## config.mk

```make
export PLATFORM = sky130hd
export DESIGN_NAME = card_presence_fault_alert
export DESIGN_NICKNAME = d
export VERILOG_FILES = /design/src/pkg/card_alert_pkg.sv /design/src/hdl/sync_two_flop.sv /design/src/hdl/card_presence_fault_alert.sv
export SDC_FILE = /design/constraint.sdc
export NUM_CORES = 1
export LEC_CHECK = 0
export ABC_AREA = 1
export BUFFER_PORTS_ARGS = -buffer_cell sky130_fd_sc_hd__buf_2
export CORE_MARGIN = 10
export CORE_UTILIZATION = 40
export CTS_CLUSTER_SIZE = 20
export DETAILED_ROUTE_END_ITERATION = 10
export PLACE_DENSITY_LB_ADDON = 0.08
export SLEW_MARGIN = 5
export SYNTH_ARGS = -nofsm -noshare
export SYNTH_HDL_FRONTEND = slang
export SYNTH_SLANG_ARGS = --single-unit
```

## constraint.sdc

```tcl
create_clock -name clock -period 1.6 [get_ports clock]
set_clock_uncertainty 0.15 [all_clocks]
set_input_delay 0.16 -clock clock [delete_from_list [all_inputs] [get_ports clock]]
set_output_delay 0.16 -clock clock [all_outputs]
set_load 0.05 [all_outputs]
```

## src/pkg/card_alert_pkg.sv

```systemverilog
// constants, types and state enum for the card presence and fault alert block
// assumes a single 200 MHz clock and a synchronous active-high reset
//
// Functional notes
// a high-to-low edge on session_request_n starts a card session
// host keeps session_request_n high while no session is running
// outside a session alert low when no card; either switch polarity
// outside a session alert high while a debounced card is present
// with a card in, alert drops low at once on supply lockout
// alert returns high when lockout clears and card still present
// during a session any fault drives alert low
// a fault in session starts deactivation at once without host
// after a fault host raises request, samples alert after deactivation
// insertion debounce timer of eight milliseconds
// after insertion alert stays low until debounce has expired
// card removal deactivates at once and drops alert, no debounce
// deactivation: reset low, clock low 12 us later, data/aux low, supply off
// request returning high ends session with the same deactivation
// presence drop during debounce abandons it; restart on next insertion
// request ignored without debounced card or while fault alert low
package card_alert_pkg;

	// ---------------------------------------------------------------
	// timing
	// ---------------------------------------------------------------
	localparam int CLOCK_MHZ          = 200;
	localparam int DEBOUNCE_MS        = 8;
	localparam int DEBOUNCE_CYCLES    = DEBOUNCE_MS * 1000 * CLOCK_MHZ;
	localparam int CLOCK_STOP_US      = 12;
	localparam int CLOCK_STOP_CYCLES  = CLOCK_STOP_US * CLOCK_MHZ;
	localparam int TIMER_W            = 24;

	// ---------------------------------------------------------------
	// types
	// ---------------------------------------------------------------
	typedef enum logic [2:0] {
		st_idle,
		st_active,
		st_deact_reset,
		st_deact_lines,
		st_deact_supply
	} session_state_t;

	// card side drive levels; the supervisor sets all four on when
	// a session opens and clears them in order on deactivation
	typedef struct packed {
		logic reset_level;
		logic clock_enable;
		logic data_enable;
		logic supply_enable;
	} card_drive_t;

	localparam card_drive_t DRIVE_OFF = '{1'b0, 1'b0, 1'b0, 1'b0};
	localparam card_drive_t DRIVE_ON  = '{1'b1, 1'b1, 1'b1, 1'b1};

	// fault sources seen during a session
	typedef struct packed {
		logic overload;
		logic overheat;
		logic supply_fault;
	} fault_in_t;

endpackage

```

## src/hdl/sync_two_flop.sv

```systemverilog
// two flip-flop synchroniser for asynchronous level inputs
// assumes one clock domain and synchronous reset
`timescale 1ns/1ps
module sync_two_flop #(
	parameter int WIDTH = 1
) (
	input  wire logic             clock,
	input  wire logic             reset,
	input  wire logic [WIDTH-1:0] async_in,
	output logic      [WIDTH-1:0] sync_out
);

	logic [WIDTH-1:0] meta_r;

	// first stage is read only by the second
	always_ff @(posedge clock) begin
		if (reset) begin
			meta_r   <= '0;
			sync_out <= '0;
		end else begin
			meta_r   <= async_in;
			sync_out <= meta_r;
		end
	end

endmodule // sync_two_flop

```

## src/hdl/card_presence_fault_alert.sv

```systemverilog
// card session supervisor: presence debounce, fault alert, deactivation
// assumes pins are asynchronous and pass a two-flop synchroniser here
`timescale 1ns/1ps
module card_presence_fault_alert
	import card_alert_pkg::*;
#(
	parameter int DEBOUNCE_COUNT   = DEBOUNCE_CYCLES,
	parameter int CLOCK_STOP_COUNT = CLOCK_STOP_CYCLES
) (
	input  wire logic      clock,
	input  wire logic      reset,
	input  wire logic      session_request_n,
	input  wire logic      card_presence_in,
	input  wire logic      presence_active_high,
	input  wire logic      supply_low_lockout,
	input  wire fault_in_t fault_in,
	output logic           alert_n,
	output logic           session_active,
	output logic           card_reset_out,
	output logic           card_clock_enable,
	output logic           card_data_enable,
	output logic           card_supply_out
);

	// ---------------------------------------------------------------
	// elaboration checks
	// ---------------------------------------------------------------
	if (DEBOUNCE_COUNT < 1 || DEBOUNCE_COUNT >= (1 << TIMER_W))
		$error("DEBOUNCE_COUNT out of range");
	if (CLOCK_STOP_COUNT < 1 || CLOCK_STOP_COUNT >= (1 << TIMER_W))
		$error("CLOCK_STOP_COUNT out of range");

	localparam logic [TIMER_W-1:0] DEB_LAST  = TIMER_W'(DEBOUNCE_COUNT - 1);
	localparam logic [TIMER_W-1:0] STOP_LAST = TIMER_W'(CLOCK_STOP_COUNT - 1);

	// ---------------------------------------------------------------
	// input synchronisers
	// ---------------------------------------------------------------
	logic [5:0] pins_s;
	sync_two_flop #(.WIDTH(6)) u_sync (
		.clock    (clock),
		.reset    (reset),
		// request enters inverted so the cleared synchroniser reads as idle high
		.async_in ({~session_request_n, card_presence_in, supply_low_lockout,
		            fault_in.overload, fault_in.overheat, fault_in.supply_fault}),
		.sync_out (pins_s)
	);

	logic req_n_s;
	logic pres_raw_s;
	logic lockout_s;
	logic fault_s;
	logic card_in;
	assign req_n_s    = ~pins_s[5]; // no false falling edge right after reset
	assign pres_raw_s = pins_s[4];
	assign lockout_s  = pins_s[3];
	assign fault_s    = |pins_s[2:0];
	// either switch type: strap picks the active level
	assign card_in    = presence_active_high ? pres_raw_s : ~pres_raw_s;

	// ---------------------------------------------------------------
	// state
	// ---------------------------------------------------------------
	typedef struct packed {
		session_state_t    state;
		logic              req_n_prev;
		logic              card_ok;     // debounced presence
		logic              fault_latch; // holds alert low after a fault
		logic [TIMER_W-1:0] deb_cnt;
		logic [TIMER_W-1:0] stop_cnt;
		card_drive_t       drive;
		logic              alert_n;
	} state_t;

	state_t s_r;
	state_t s_nxt;

	// ---------------------------------------------------------------
	// next state
	// ---------------------------------------------------------------
	always_comb begin
		s_nxt            = s_r;
		s_nxt.req_n_prev = req_n_s;

		// debounce: removal is instant, insertion waits the full interval
		if (!card_in) begin
			s_nxt.card_ok = 1'b0;
			s_nxt.deb_cnt = '0;
		end else if (!s_r.card_ok) begin
			if (s_r.deb_cnt == DEB_LAST) begin
				s_nxt.card_ok = 1'b1;
			end else begin
				s_nxt.deb_cnt = s_r.deb_cnt + 1'b1;
			end
		end

		unique case (s_r.state)
			st_idle: begin
				s_nxt.drive = DRIVE_OFF;
				// fault latch is dropped once the host has released the request
				if (req_n_s) begin
					s_nxt.fault_latch = 1'b0;
				end
				if (s_r.req_n_prev && !req_n_s && s_r.card_ok && !lockout_s
				    && !s_r.fault_latch && card_in) begin
					s_nxt.state = st_active;
					s_nxt.drive = DRIVE_ON;
				end
			end
			st_active: begin
				// any abort path enters the same deactivation
				if (fault_s || lockout_s || !card_in) begin
					s_nxt.fault_latch = 1'b1;
				end
				if (fault_s || lockout_s || !card_in || req_n_s) begin
					s_nxt.state             = st_deact_reset;
					s_nxt.drive.reset_level = 1'b0;
					s_nxt.stop_cnt          = '0;
				end
			end
			st_deact_reset: begin
				if (fault_s || lockout_s || !card_in) begin
					s_nxt.fault_latch = 1'b1;
				end
				if (s_r.stop_cnt == STOP_LAST) begin
					s_nxt.state              = st_deact_lines;
					s_nxt.drive.clock_enable = 1'b0;
				end else begin
					s_nxt.stop_cnt = s_r.stop_cnt + 1'b1;
				end
			end
			st_deact_lines: begin
				s_nxt.state             = st_deact_supply;
				s_nxt.drive.data_enable = 1'b0;
			end
			st_deact_supply: begin
				s_nxt.state               = st_idle;
				s_nxt.drive.supply_enable = 1'b0;
			end
			default: begin
				s_nxt.state = st_idle;
				s_nxt.drive = DRIVE_OFF;
			end
		endcase

		// alert: low with no debounced card, on lockout, or after a fault
		s_nxt.alert_n = s_nxt.card_ok && card_in && !lockout_s
		                && !s_nxt.fault_latch;
	end

	// ---------------------------------------------------------------
	// registers
	// ---------------------------------------------------------------
	always_ff @(posedge clock) begin
		if (reset) begin
			s_r            <= '0;
			s_r.state      <= st_idle;
			s_r.req_n_prev <= 1'b1;
		end else begin
			s_r <= s_nxt;
		end
	end

	assign alert_n           = s_r.alert_n;
	assign session_active    = (s_r.state == st_active);
	assign card_reset_out    = s_r.drive.reset_level;
	assign card_clock_enable = s_r.drive.clock_enable;
	assign card_data_enable  = s_r.drive.data_enable;
	assign card_supply_out   = s_r.drive.supply_enable;

	// ---------------------------------------------------------------
	// assertions
	// ---------------------------------------------------------------
	a_no_card_low: assert property (@(posedge clock) disable iff (reset)
		!card_in |=> !alert_n)
		else $error("alert high with no card");

	a_lockout_low: assert property (@(posedge clock) disable iff (reset)
		lockout_s |=> !alert_n)
		else $error("alert high during lockout");

	a_lockout_recover: assert property (@(posedge clock) disable iff (reset)
		$fell(lockout_s) && card_in && s_r.card_ok && !s_r.fault_latch
		&& !fault_s && $stable(card_in) |=> alert_n)
		else $error("alert not restored after lockout");

	a_fault_deact: assert property (@(posedge clock) disable iff (reset)
		session_active && fault_s |=> s_r.state == st_deact_reset && !card_reset_out
		&& !alert_n)
		else $error("fault did not start deactivation");

	a_debounce_hold: assert property (@(posedge clock) disable iff (reset)
		$rose(card_in) |=> !alert_n [*8])
		else $error("alert rose before debounce");

	a_clock_stop: assert property (@(posedge clock) disable iff (reset)
		$fell(card_reset_out) |-> card_clock_enable ##1 card_clock_enable)
		else $error("clock stopped with reset");

	a_deact_order: assert property (@(posedge clock) disable iff (reset)
		$fell(card_clock_enable) |=> !card_data_enable ##1 !card_supply_out)
		else $error("deactivation order wrong");

	a_release_end: assert property (@(posedge clock) disable iff (reset)
		session_active && req_n_s |=> s_r.state == st_deact_reset)
		else $error("release did not deactivate");

	a_ignore_req: assert property (@(posedge clock) disable iff (reset)
		s_r.state == st_idle && !s_r.card_ok |=> !session_active)
		else $error("session opened without card");

	a_removal_fast: assert property (@(posedge clock) disable iff (reset)
		session_active && !card_in |=> !session_active && !alert_n)
		else $error("removal not handled at once");

endmodule // card_presence_fault_alert

```

==> results of run 1 <==
[repair_timing]
item / in CTS / in global routing
setup endpoints to repair: 49 / 52
gates cloned: 1 / 4
hold buffers: 6 / 0
resized for setup: 36 / 98
endpoints found under the hold margin: 6 / 0
setup buffers: 2 / 9
pin swaps: 5 / 18
[final timing paths]
kind / end / cells after the start / slack, ps
max: s_r[33] / 8 / -40
max reg2reg: s_r[33] / 8 / -40
min reg2reg: u_sync.sync_out[4] / 2 / 250
min: u_sync.sync_out[4] / 3 / 30
[cell usage after synthesis (all sizes together) (3+ instances only)]
cell type	count
inv	75
xor2	10
nor2	112
nand4	7
a21oi	51
or2	5
buf	8
nand3	66
nand2	231
clkbuf	7
o21ai	4
o21bai	3
xnor2	3
dfxtp	71
[routing by layer]
layer  global-route usage  up-vias  routed length, um
met5                    0        -                  0
met4               0.0498        0                126
met3               0.0330       11                494
met2                0.236       88               5220
met1                0.215     2007               5780
li1                     -     2298                  -
[power groups by stage]
stage,clock [mW],combinational (mW),sequential (mW)
after floorplan,0,0.233,1.85
after global placement,0,0.340,1.85
after global routing,1.53,0.647,1.81
after detailed placement,0,0.343,1.85
final,1.41,0.600,1.81
after CTS,1.45,0.419,1.82
[registers in the layout (all words and copies together) (netlist names)]
name	cells
u_sync.sync_out	6
u_sync.meta_r	6
alert_n	1
card_reset_out	1
card_clock_enable	1
card_data_enable	1
s_r	54
card_supply_out	1
[cell type report]
type	instances	area share
Clock buffer	9	0.0215
Timing Repair Buffer	116	0.168
Inverter	75	0.0506
Clock inverter	7	0.0106
Sequential cell	71	0.255
Multi-Input combinational cell	502	0.466
Tap cell	133	0.0289
[critical path, stage by stage, from the launching register on]
cell and delay (ps):
dfxtp_2 370, nand2_1 140, nor2_2 170, nand2_2 80
inv_2 90, nand3b_4 180, nand2_4 180, nand2_1 70
a21oi_1 140
[stage by stage]
| stage | area, sq um | utilization | hold slack, ps |
|---|---|---|---|
| floorplan | 4110 | - | 76.7 |
| global placement | 4880 | 0.497 | 161 |
| detailed placement | 4880 | 0.497 | 166 |
| CTS | 5280 | 0.538 | 17.0 |
| global route | 5760 | 0.587 | 25.5 |
| finish | 5760 | 0.587 | 31.3 |
[logic make-up after synthesis]
kind of cell / count (synthesis) / synth area share
adders and majority gates: 2 / 0.00616
and+or+nand+nor: 425 / 0.438
buffers and inverters: 90 / 0.0918
xor gates and xnor gates: 13 / 0.0280
DFF: 71 / 0.350
AOI/OAI and AO/OA: 60 / 0.0863
==> results by stage, run 1 <==
Run status:
- The flow ran to the end, but the final reports show violations.
- The checks that failed: negative setup slack.

Die:
- The width of the die is around 120 um.
- The die covers ~15000 sq um.
- The initial utilization of the core area, before any placement, comes to 0.413.
- The top-level I/O count is 15.
- The placeable core area is around 10000 sq um.
- The number of placement rows is 36.
- The vertical die dimension is 121 um.

Power:
- The share of total power dissipated in combinational logic is 0.157.
- The analysis attributes to net switching a power of ~1.1 mW.
- The internal power of the cells totals around 2.7 mW.
- The total design power is about 3.8 mW.
- The share of total power dissipated in the clock network is 0.369.
- The maximum resistive drop on vdd is 0.000458 V.
- Power spread over the standard cell area amounts to about 660 nW/um^2.
- The share of total power dissipated in sequential elements is 0.474.
- The share of total power consumed by net switching is 0.301.
- The leakage power is 2.41 nW.

Global route:
- The via count of the first global-routing pass was 4039.
- The largest net degree at the start of global routing is 30.
- For this run, the total global-route usage over all layers was measured as 0.156.
- The total congestion overflow after global routing is 0.
- The first-pass GRT wire length is around 19000 um.
- The initial antenna violation count is 0.

Logic synthesis:
- The average instance in the mapped netlist occupies roughly 6.1 sq um.
- Synthesis produced a netlist whose cell count is about 660.
- The share of the synthesized area in the top cell type is 0.350.
- In this run, synthesis produced a sequential element count of 71.
- When the netlist entered floorplanning its net count stood at around 670.
- The largest total area in the synthesized netlist belongs to dfxtp_1.
- Of the synthesized area, sequential elements account for 0.350.
- The dominant synthesized flop cell is dfxtp_1.
- After synthesis the cells add up to roughly 4100 sq um.
- In the post-synthesis netlist, the biggest area contributors are dfxtp_1 35%, nand2_1 21%, nor2_1 9.8%.
- The number of different library cells used by synthesis comes to 31.
- The fraction of synthesis flops using an asynchronous set or reset pin is 0.
- For this run, the number of Yosys warnings is 0.
- Counting flops with a built-in enable in the synthesized netlist gives 0.

STA:
- At the pin with the least slew margin, the transition time is 475 ps.
- The hold violation total from the final report was 0.
- The portion of the clock cycle consumed by the worst path in the final layout is 1.03.
- The setup TNS is -480 ps.
- For the finished layout, the period the worst path requires is 1640 ps.
- Measured against its own limit, the worst slew margin works out to 0.683.
- For this run, the top clock speed supported by timing is between 0.6 and 0.7 GHz.
- Setup violations remaining at the end of the flow were counted as 26.
- Setup repair after global routing could not meet its margin everywhere.
- The setup slack after layout is -41.1 ps.
- The count of pins over their slew limit is 0.

Clocking:
- No sink is reached through more buffers than the 2 on the longest clock path.
- TritonCTS built the clock tree.
- The tree is rooted in a clkbuf_8.
- The total number of H-tree levels is 3.
- Counting every sink on the clock net gives 71.
- Buffers inserted during clock tree synthesis total 9.
- Clock-pin slew was measured on the worst setup and hold paths at around 90 ps.
- At the later pin of the worst-skew pair, clock insertion delay measures ~360 ps.

Critical path:
- The data required time of the worst path is approximately 1700 ps.
- The worst path arrival time is approximately 1800 ps.
- The startpoint of the worst register-to-register path is s_r[36].
- The critical path in this run is classified as register to register.
- The beginning of the critical path is s_r[36].
- The critical path startpoint category is a register.
- STA classifies the critical path endpoint as a register.
- The worst-path maximum fanout is 6.

Routing:
- The ratio of routed vias to standard cells is a little under 5.
- The post-detailed-route wirelength per cell is ~13 um.
- After the first detailed-routing iteration, the DRC count stood at around 250.
- For this block, the routed nets add up to about 12000 um of wire.
- The detail route stage leaves a number of antenna-violating nets equal to 0.
- The detailed router placed about 4400 vias in this run.
- The first-pass iteration count of the detailed router is 7.
- The post-detailed-route DRC marker count is 0.

Finish:
- The number of inserted filler cells in the final layout is roughly 980.
- The finished layout holds 913 standard cells, fillers aside.
- Of the cells placed in the final design, the portion with a size suffix greater than 1 is 0.324.
- In the layout the commonest cells are 206 x nand2_1, 85 x buf_4, 81 x nor2_1.
- The area occupied by registers is about 1500 sq um.
- The multi-input combinational cells in the finished layout cover a total of ~2700 sq um.
- The antenna diode count is 0.
- Relative to the synthesized area, the layout overhead comes to 41.9%.
- For this run, the post-layout net count is 786.
- The leading cell type in the layout, fill and taps excluded is nand2_1.

Placed design:
- The number of placed instances, taps included is about 880.
- Timing analysis after detailed placement gives a worst setup slack of -142 ps.
- The routability-driven placement congestion ratio is 0.872.
- The wire-length estimate of the detail-placed layout is 7970 um.
- The count of buffers added on input and output ports is 14.

Hold path:
- The worst hold path belongs to the class primary input to register.
- The startpoint of the most critical hold path is reset.

Run:
- Across the run, the number of max-cap violations was 0.
Note: power is estimated with default switching activity, not from simulation.
==> run 2, diff against run 1 <==
clock period = 1.8 ns   (was 1.6 ns; I/O delays follow)
==> run 2 against run 1 <==
The run now ends clean. Sequential cell count unchanged. Sequential power shrank 11%. Clock power decreased by 11%. Power is 17% lower. Cell area is 16% lower. Routed wire length down 11%. Combinational power is 49% lower. Highest routed layer unchanged.
==> results by stage, run 2 (synthesis results as in run 1) <==
Power:
- The share of total power consumed by net switching is 0.295 (-0.00585).
- The share of power burned in registers is 0.508 (+0.034).
- The share of power burned in the clock network is 0.395 (+0.026).
- The areal power density over the cells came to 654 nW/um^2 (-1.3%).
- The internal power consumption is 2.24 mW (-16%).
- The leakage power is 1.94 nW (-19%).
- The maximum resistive drop on vdd is 0.000470 V (+2.6%).
- The relative contribution of combinational cells to total power came to 0.097 (-0.060).
- The net switching component of the power is 935 uW (-19%).

Finish:
- The number of flip-flops under the largest register name is 54 (unchanged).
- The layout net count is 726 (-7.6%).
- In the layout the commonest cells are 227 x nand2_1, 96 x nor2_1, 71 x inv_1.
- The antenna diode count came to 0 (unchanged).
- The fraction of final layout cells sized beyond drive strength 1 is 0.163 (-0.162).
- The area growth from synthesis to layout is 19.4%.
- The leading cell type in the layout, fill and taps excluded is nand2_1.
- The most flop-heavy register is s_r.
- The largest registers in the layout are s_r (54), u_sync.meta_r (6), u_sync.sync_out (6).

Routing:
- The wire length reported by the detailed router is 10400 um (-11%).
- The post-detailed-route wirelength per cell is 12.1 um (-4.6%).
- The number of routed nets with antenna violations was 0 (unchanged).
- The ratio of routed vias to standard cells was 4.74 (-1.8%).
- The first-pass iteration count of the detailed router is 4 (-3).
- The post-detailed-route DRC marker count was 0 (unchanged).
- The number of vias in the routed layout was 4041 (-8.2%).
- The initial detailed-routing violation count was 237 (-4.8%).

Placed design:
- The routability-driven placement congestion ratio is 0.867 (-0.50%).
- The count of port buffers added during placement was 14 (unchanged).
- The HPWL reported at the end of detailed placement was 7410 um (-7.1%).
- The worst-case setup slack after placement was -98.6 ps (+43.3 ps).

Critical path:
- The critical path startpoint category is a register.
- The kind of critical path is register to register.
- The worst-path maximum fanout is 6 (unchanged).
- The worst setup path is captured at a register.
- The most critical setup path has its startpoint at s_r[6].
- The data required time of the worst path was 1940 ps (+210 ps).
- The worst path arrival time is 1830 ps (+50 ps).
- The startpoint of the worst register-to-register path is s_r[6].

Clocking:
- The clock-pin slew reported for the worst setup and hold paths after clock tree synthesis is 90 ps (about the same).
- The maximum buffer depth of the clock tree was 2 (unchanged).
- The clock tree from TritonCTS is done.
- The total CTS buffers was 9 (unchanged).
- The total number of H-tree levels is 3 (unchanged).
- The number of clock sinks came to 71 (unchanged).
- The insertion delay to the later sink of the worst-skew pair was 360 ps (about the same).
- The root buffer cell chosen for the clock tree is clkbuf_8.
- The number of setup buffers added after CTS is 0 (-2).

STA:
- The final hold slack came to 85.5 ps (+54.3 ps).
- The tightest slew margin relative to the limit was 0.425 (-0.257).
- The count of pins over their slew limit was 0 (unchanged).
- The hold violation total from the final report came to 0 (unchanged).
- The transition time of the tightest slew-check pin is 861 ps (+386 ps).
- The setup slack after layout is 108 ps (+149 ps).
- The achievable clock frequency is 0.591 GHz (-3.0%).
- The final critical-path required period came to 1690 ps (+50.6 ps).
- Setup repair after global routing could not meet its margin everywhere.
- The number of setup violations in the final report is 0 (-100%).
- The portion of the clock cycle consumed by the worst path in the final layout came to 0.940 (-0.0858).
- The setup TNS was 0 ps (+480 ps).

Die:
- The width of the die is 121 um (unchanged).
- The effective utilization at floorplan came to 0.413 (unchanged).
- The placeable core area is 9820 sq um (unchanged).
- The area enclosed by the die boundary is 14600 sq um (unchanged).
- The number of placement rows came to 36 (unchanged).
- The top-level I/O count is 15 (unchanged).
- The vertical die dimension is 121 um (unchanged).

Run status:
- The flow ran to the end, and the final reports show no timing, DRC or antenna violations.

Global route:
- The total congestion overflow after global routing is 0 (unchanged).
- The first-pass GRT wire length was 17200 um (-8.7%).
- The via count of the first global-routing pass is 3747 (-7.2%).
- The global routing usage summed across all routing layers came to 0.142 (-0.0141).
- The initial antenna violation count is 0 (unchanged).
- The largest net degree at the start of global routing was 43 (+43%).

Run:
- The number of max-cap violations is 0 (unchanged).

Hold path:
- The min-delay analysis places its worst path in the category primary input to register.
- The startpoint of the most critical hold path is reset.
[run 2: timing repair]
action                                  4_1_cts  5_1_grt
gates cloned                                  0        1
endpoints found under the hold margin         6        0
hold buffers                                  6        0
endpoints found under the setup margin        5       51
pin swaps                                     0        2
gates resized for setup                       4       23
[run 2: path summary, 6_finish.rpt]
check,endpoint,slack (ps),depth (start not counted)
worst min-delay path,s_r[37],90,5
worst min register to register,u_sync.sync_out[3],260,2
worst max register to register,s_r[25],110,9
worst max-delay path,s_r[25],110,9
[run 2: power by group through the flow]
stage	registers, mW	clock network (mW)	logic (mW)
floorplan	1.64	0	0.203
detailed placement	1.65	0	0.299
global route	1.61	1.36	0.345
global placement	1.64	0	0.296
finish	1.61	1.25	0.308
CTS	1.61	1.30	0.309
[run 2: cell type report]
class                   instances  area, sq um
inverters                      75          282
well taps                     133          166
fillers                      1077         4970
flip-flops and latches         71         1430
repair buffers                 57          420
clock buffers                   9          124
clock inverters                 7         63.8
multi-input cells             501         2360
[run 2: critical path, cell delays in order (launching register included)]
cell and delay (ps):
dfxtp_2 370, ha_4 160, nand2_1 120, nor2_4 200, nand2_1 130, nor2_2 170
nand2_1 70, nand2_1 60, nand3_1 60, a21oi_1 150
[run 2: layer usage]
layer / up-vias / wire length, um / global-route usage
li1: 2177 / - / -
met3: 10 / 429 / 0.0233
met1: 1797 / 5140 / 0.190
met5: - / 0 / 0
met4: 0 / 145 / 0.0573
met2: 57 / 4640 / 0.222
[run 2: stage by stage]
| stage | std cells | power, mW | utilization | instance area (sq um) |
|---|---|---|---|---|
| after CTS | 852 | 3.22 | 0.484 | 4760 |
| after floorplan | 661 | 1.85 | - | 4060 |
| after detailed placement | 830 | 1.94 | 0.458 | 4500 |
| after global routing | 853 | 3.32 | 0.494 | 4850 |
| after global placement | 830 | 1.94 | 0.458 | 4500 |
| final | 853 | 3.17 | 0.494 | 4850 |
==> run 3, diff against run 2 <==
CELL_PAD_IN_SITES_DETAIL_PLACEMENT = 1   (was default)
CELL_PAD_IN_SITES_GLOBAL_PLACEMENT = 1   (was default)
==> run 3 against run 2 <==
Critical path depth is 2 lower. Cell area increased by 0.90%. Combinational power increased by 10%. Clock power about the same. Worst hold slack better by 14 ps. Routed wire length is 17% higher. Cell count up 0.23%. Register-to-register slack barely moved. Via count increased by 4.9%. Critical path type unchanged. Highest routed layer unchanged.
==> results by stage, run 3 (synthesis results as in run 1) <==
Run status:
- The run finished with clean final reports.

Clocking:
- TritonCTS built the clock tree.
- The number of setup buffers added after CTS is 0 (unchanged).
- The total number of H-tree levels is 3 (unchanged).
- The number of clock sinks is 71 (unchanged).
- The total CTS buffers is 9 (unchanged).
- The insertion delay to the later sink of the worst-skew pair was 360 ps (about the same).
- The clock-pin slew reported for the worst setup and hold paths after clock tree synthesis is 90 ps (about the same).
- The cell chosen for the clock root is clkbuf_8.
- The maximum buffer depth of the clock tree is 2 (unchanged).

Die:
- The area enclosed by the die boundary is 14600 sq um (unchanged).
- The effective utilization at floorplan is 0.413 (unchanged).
- The vertical die dimension is 121 um (unchanged).
- The top-level I/O count was 15 (unchanged).
- The placeable core area is 9820 sq um (unchanged).
- The width of the die is 121 um (unchanged).
- The number of placement rows came to 36 (unchanged).

Finish:
- The fraction of final layout cells sized beyond drive strength 1 is 0.180 (+0.0176).
- The area added between synthesis and finish is 20.5%.
- The final instance area is 4890 sq um (+0.90%).
- The leading cell type in the layout, fill and taps excluded is nand2_1.
- The antenna diode count is 0 (unchanged).
- The number of inserted filler cells in the final layout was 1403 (+30%).
- The layout net count is 728 (+0.28%).
- The filler-free cell count of the finished design is 855 (+0.23%).
- The number of flip-flops under the largest register name is 54 (unchanged).
- The total area of multi-input combinational cells is 2380 sq um (+0.69%).
- The largest registers in the layout are s_r (54), u_sync.meta_r (6), u_sync.sync_out (6).
- The top cell types in the final layout, fill and taps aside, are 225 x nand2_1, 94 x nor2_1, 71 x inv_1.
- The area occupied by registers is 1440 sq um (+0.70%).
- The most flop-heavy register is s_r.

STA:
- The transition time of the tightest slew-check pin is 911 ps (+50.0 ps).
- The count of pins over their slew limit is 0 (unchanged).
- The final critical-path required period is 1700 ps (+4.63 ps).
- The hold violation total from the final report is 0 (unchanged).
- Setup repair after global routing could not meet its margin everywhere.
- The portion of the clock cycle consumed by the worst path in the final layout is 0.942 (+0.00257).
- The number of setup violations in the final report was 0 (unchanged).
- The achievable clock frequency is 0.589 GHz (-0.27%).
- The tightest slew margin relative to the limit is 0.392 (-0.0334).

Hold path:
- The class of the tightest hold or removal check is primary input to register.

Global route:
- The total congestion overflow after global routing came to 0 (unchanged).
- The global routing usage summed across all routing layers was 0.167 (+0.0251).
- The initial antenna violation count came to 0 (unchanged).
- The largest net degree at the start of global routing came to 43 (unchanged).
- The first-pass GRT wire length came to 20200 um (+18%).
- The via count of the first global-routing pass is 4296 (+15%).

Placed design:
- The routability-driven placement congestion ratio is 0.842 (-2.9%).
- The number of placed instances, taps included is 831 (+0.12%).
- The count of port buffers added during placement is 14 (unchanged).
- The HPWL reported at the end of detailed placement is 8880 um (+20%).
- The placed instance area is 4520 sq um (+0.45%).

Critical path:
- The worst setup path is launched from a register.
- The data required time of the worst path is 1930 ps (about the same).
- The category of the worst setup path capture point is a register.
- The worst-path maximum fanout is 6 (unchanged).
- The worst path arrival time is 1820 ps (about the same).
- The kind of critical path is register to register.

Routing:
- The number of vias in the routed layout is 4241 (+4.9%).
- The first-pass iteration count of the detailed router is 5 (+1).
- The wire length reported by the detailed router is 12100 um (+17%).
- The number of routed nets with antenna violations came to 0 (unchanged).
- The initial detailed-routing violation count was 180 (-24%).
- The ratio of routed vias to standard cells is 4.96 (+4.7%).
- The post-detailed-route wirelength per cell is 14.2 um (+17%).
- The post-detailed-route DRC marker count is 0 (unchanged).

Power:
- The maximum resistive drop on vdd is 0.000499 V (+6.2%).
- The areal power density over the cells is 654 nW/um^2 (about the same).
- The leakage power is 1.96 nW (+1.2%).

Run:
- The number of max-cap violations came to 0 (unchanged).
## run 3: path summary, 6_finish.rpt
check / start / end / slack (ps) / cells after the start
max: s_r[49] / s_r[40] / 100 / 7
min: reset / s_r[37] / 100 / 5
max reg2reg: s_r[49] / s_r[40] / 100 / 7
min reg2reg: u_sync.meta_r[5] / u_sync.sync_out[5] / 260 / 2
## run 3: stage by stage
| step | util | power [mW] | hold slack (ps) | setup TNS, ps | worst slack (ps) |
|---|---|---|---|---|---|
| 5_1_grt | 0.498 | 3.33 | 107 | -306 | -36.4 |
| 4_1_cts | 0.487 | 3.24 | 78.7 | 0 | 5.70 |
| 3_5_place_dp | 0.460 | 1.98 | 183 | -94.7 | -54.4 |
| 3_3_place_gp | 0.460 | 1.97 | 180 | 0 | 38.6 |
| 2_1_floorplan | - | 1.85 | 96.7 | 0 | 49.8 |
| 6_report | 0.498 | 3.20 | 99.0 | 0 | 104 |
## run 3: power breakdown
group	total, mW	switching [mW]	internal, mW
sequential	1.61	0.0160	1.60
combinational	0.339	0.210	0.129
clock	1.25	0.717	0.529
total	3.20	0.944	2.25
## run 3: critical path, stage by stage, from the launching register on
cell and delay [ps]:
dfxtp_1 430, nand2_1 110, nor2_2 140, nand2_1 110
nand3b_4 280, nand2_4 170, nand2_1 90, a21oi_2 130
## run 3: what timing repair did
item                                    CTS  global route
cloned                                    0             2
pin swaps                                 0             7
hold buffers                              6             0
resized for setup                         4            34
hold endpoints to repair                  6             0
endpoints found under the setup margin    7            48
## run 3: area by class of cell
cell class              count  share of cell area
inverters                  75              0.0576
repair buffers             58              0.0900
clock inverters             7              0.0125
clock buffers               9              0.0253
well taps                 133              0.0340
multi-input cells         502               0.486
flip-flops and latches     71               0.294
## run 3: metal layers
layer	track usage	vias to the layer above	wire [um]
li1	-	2179	-
met1	0.222	1999	5880
met2	0.272	54	5740
met3	0.0242	9	380
met4	0.0535	0	115
met5	0	-	0
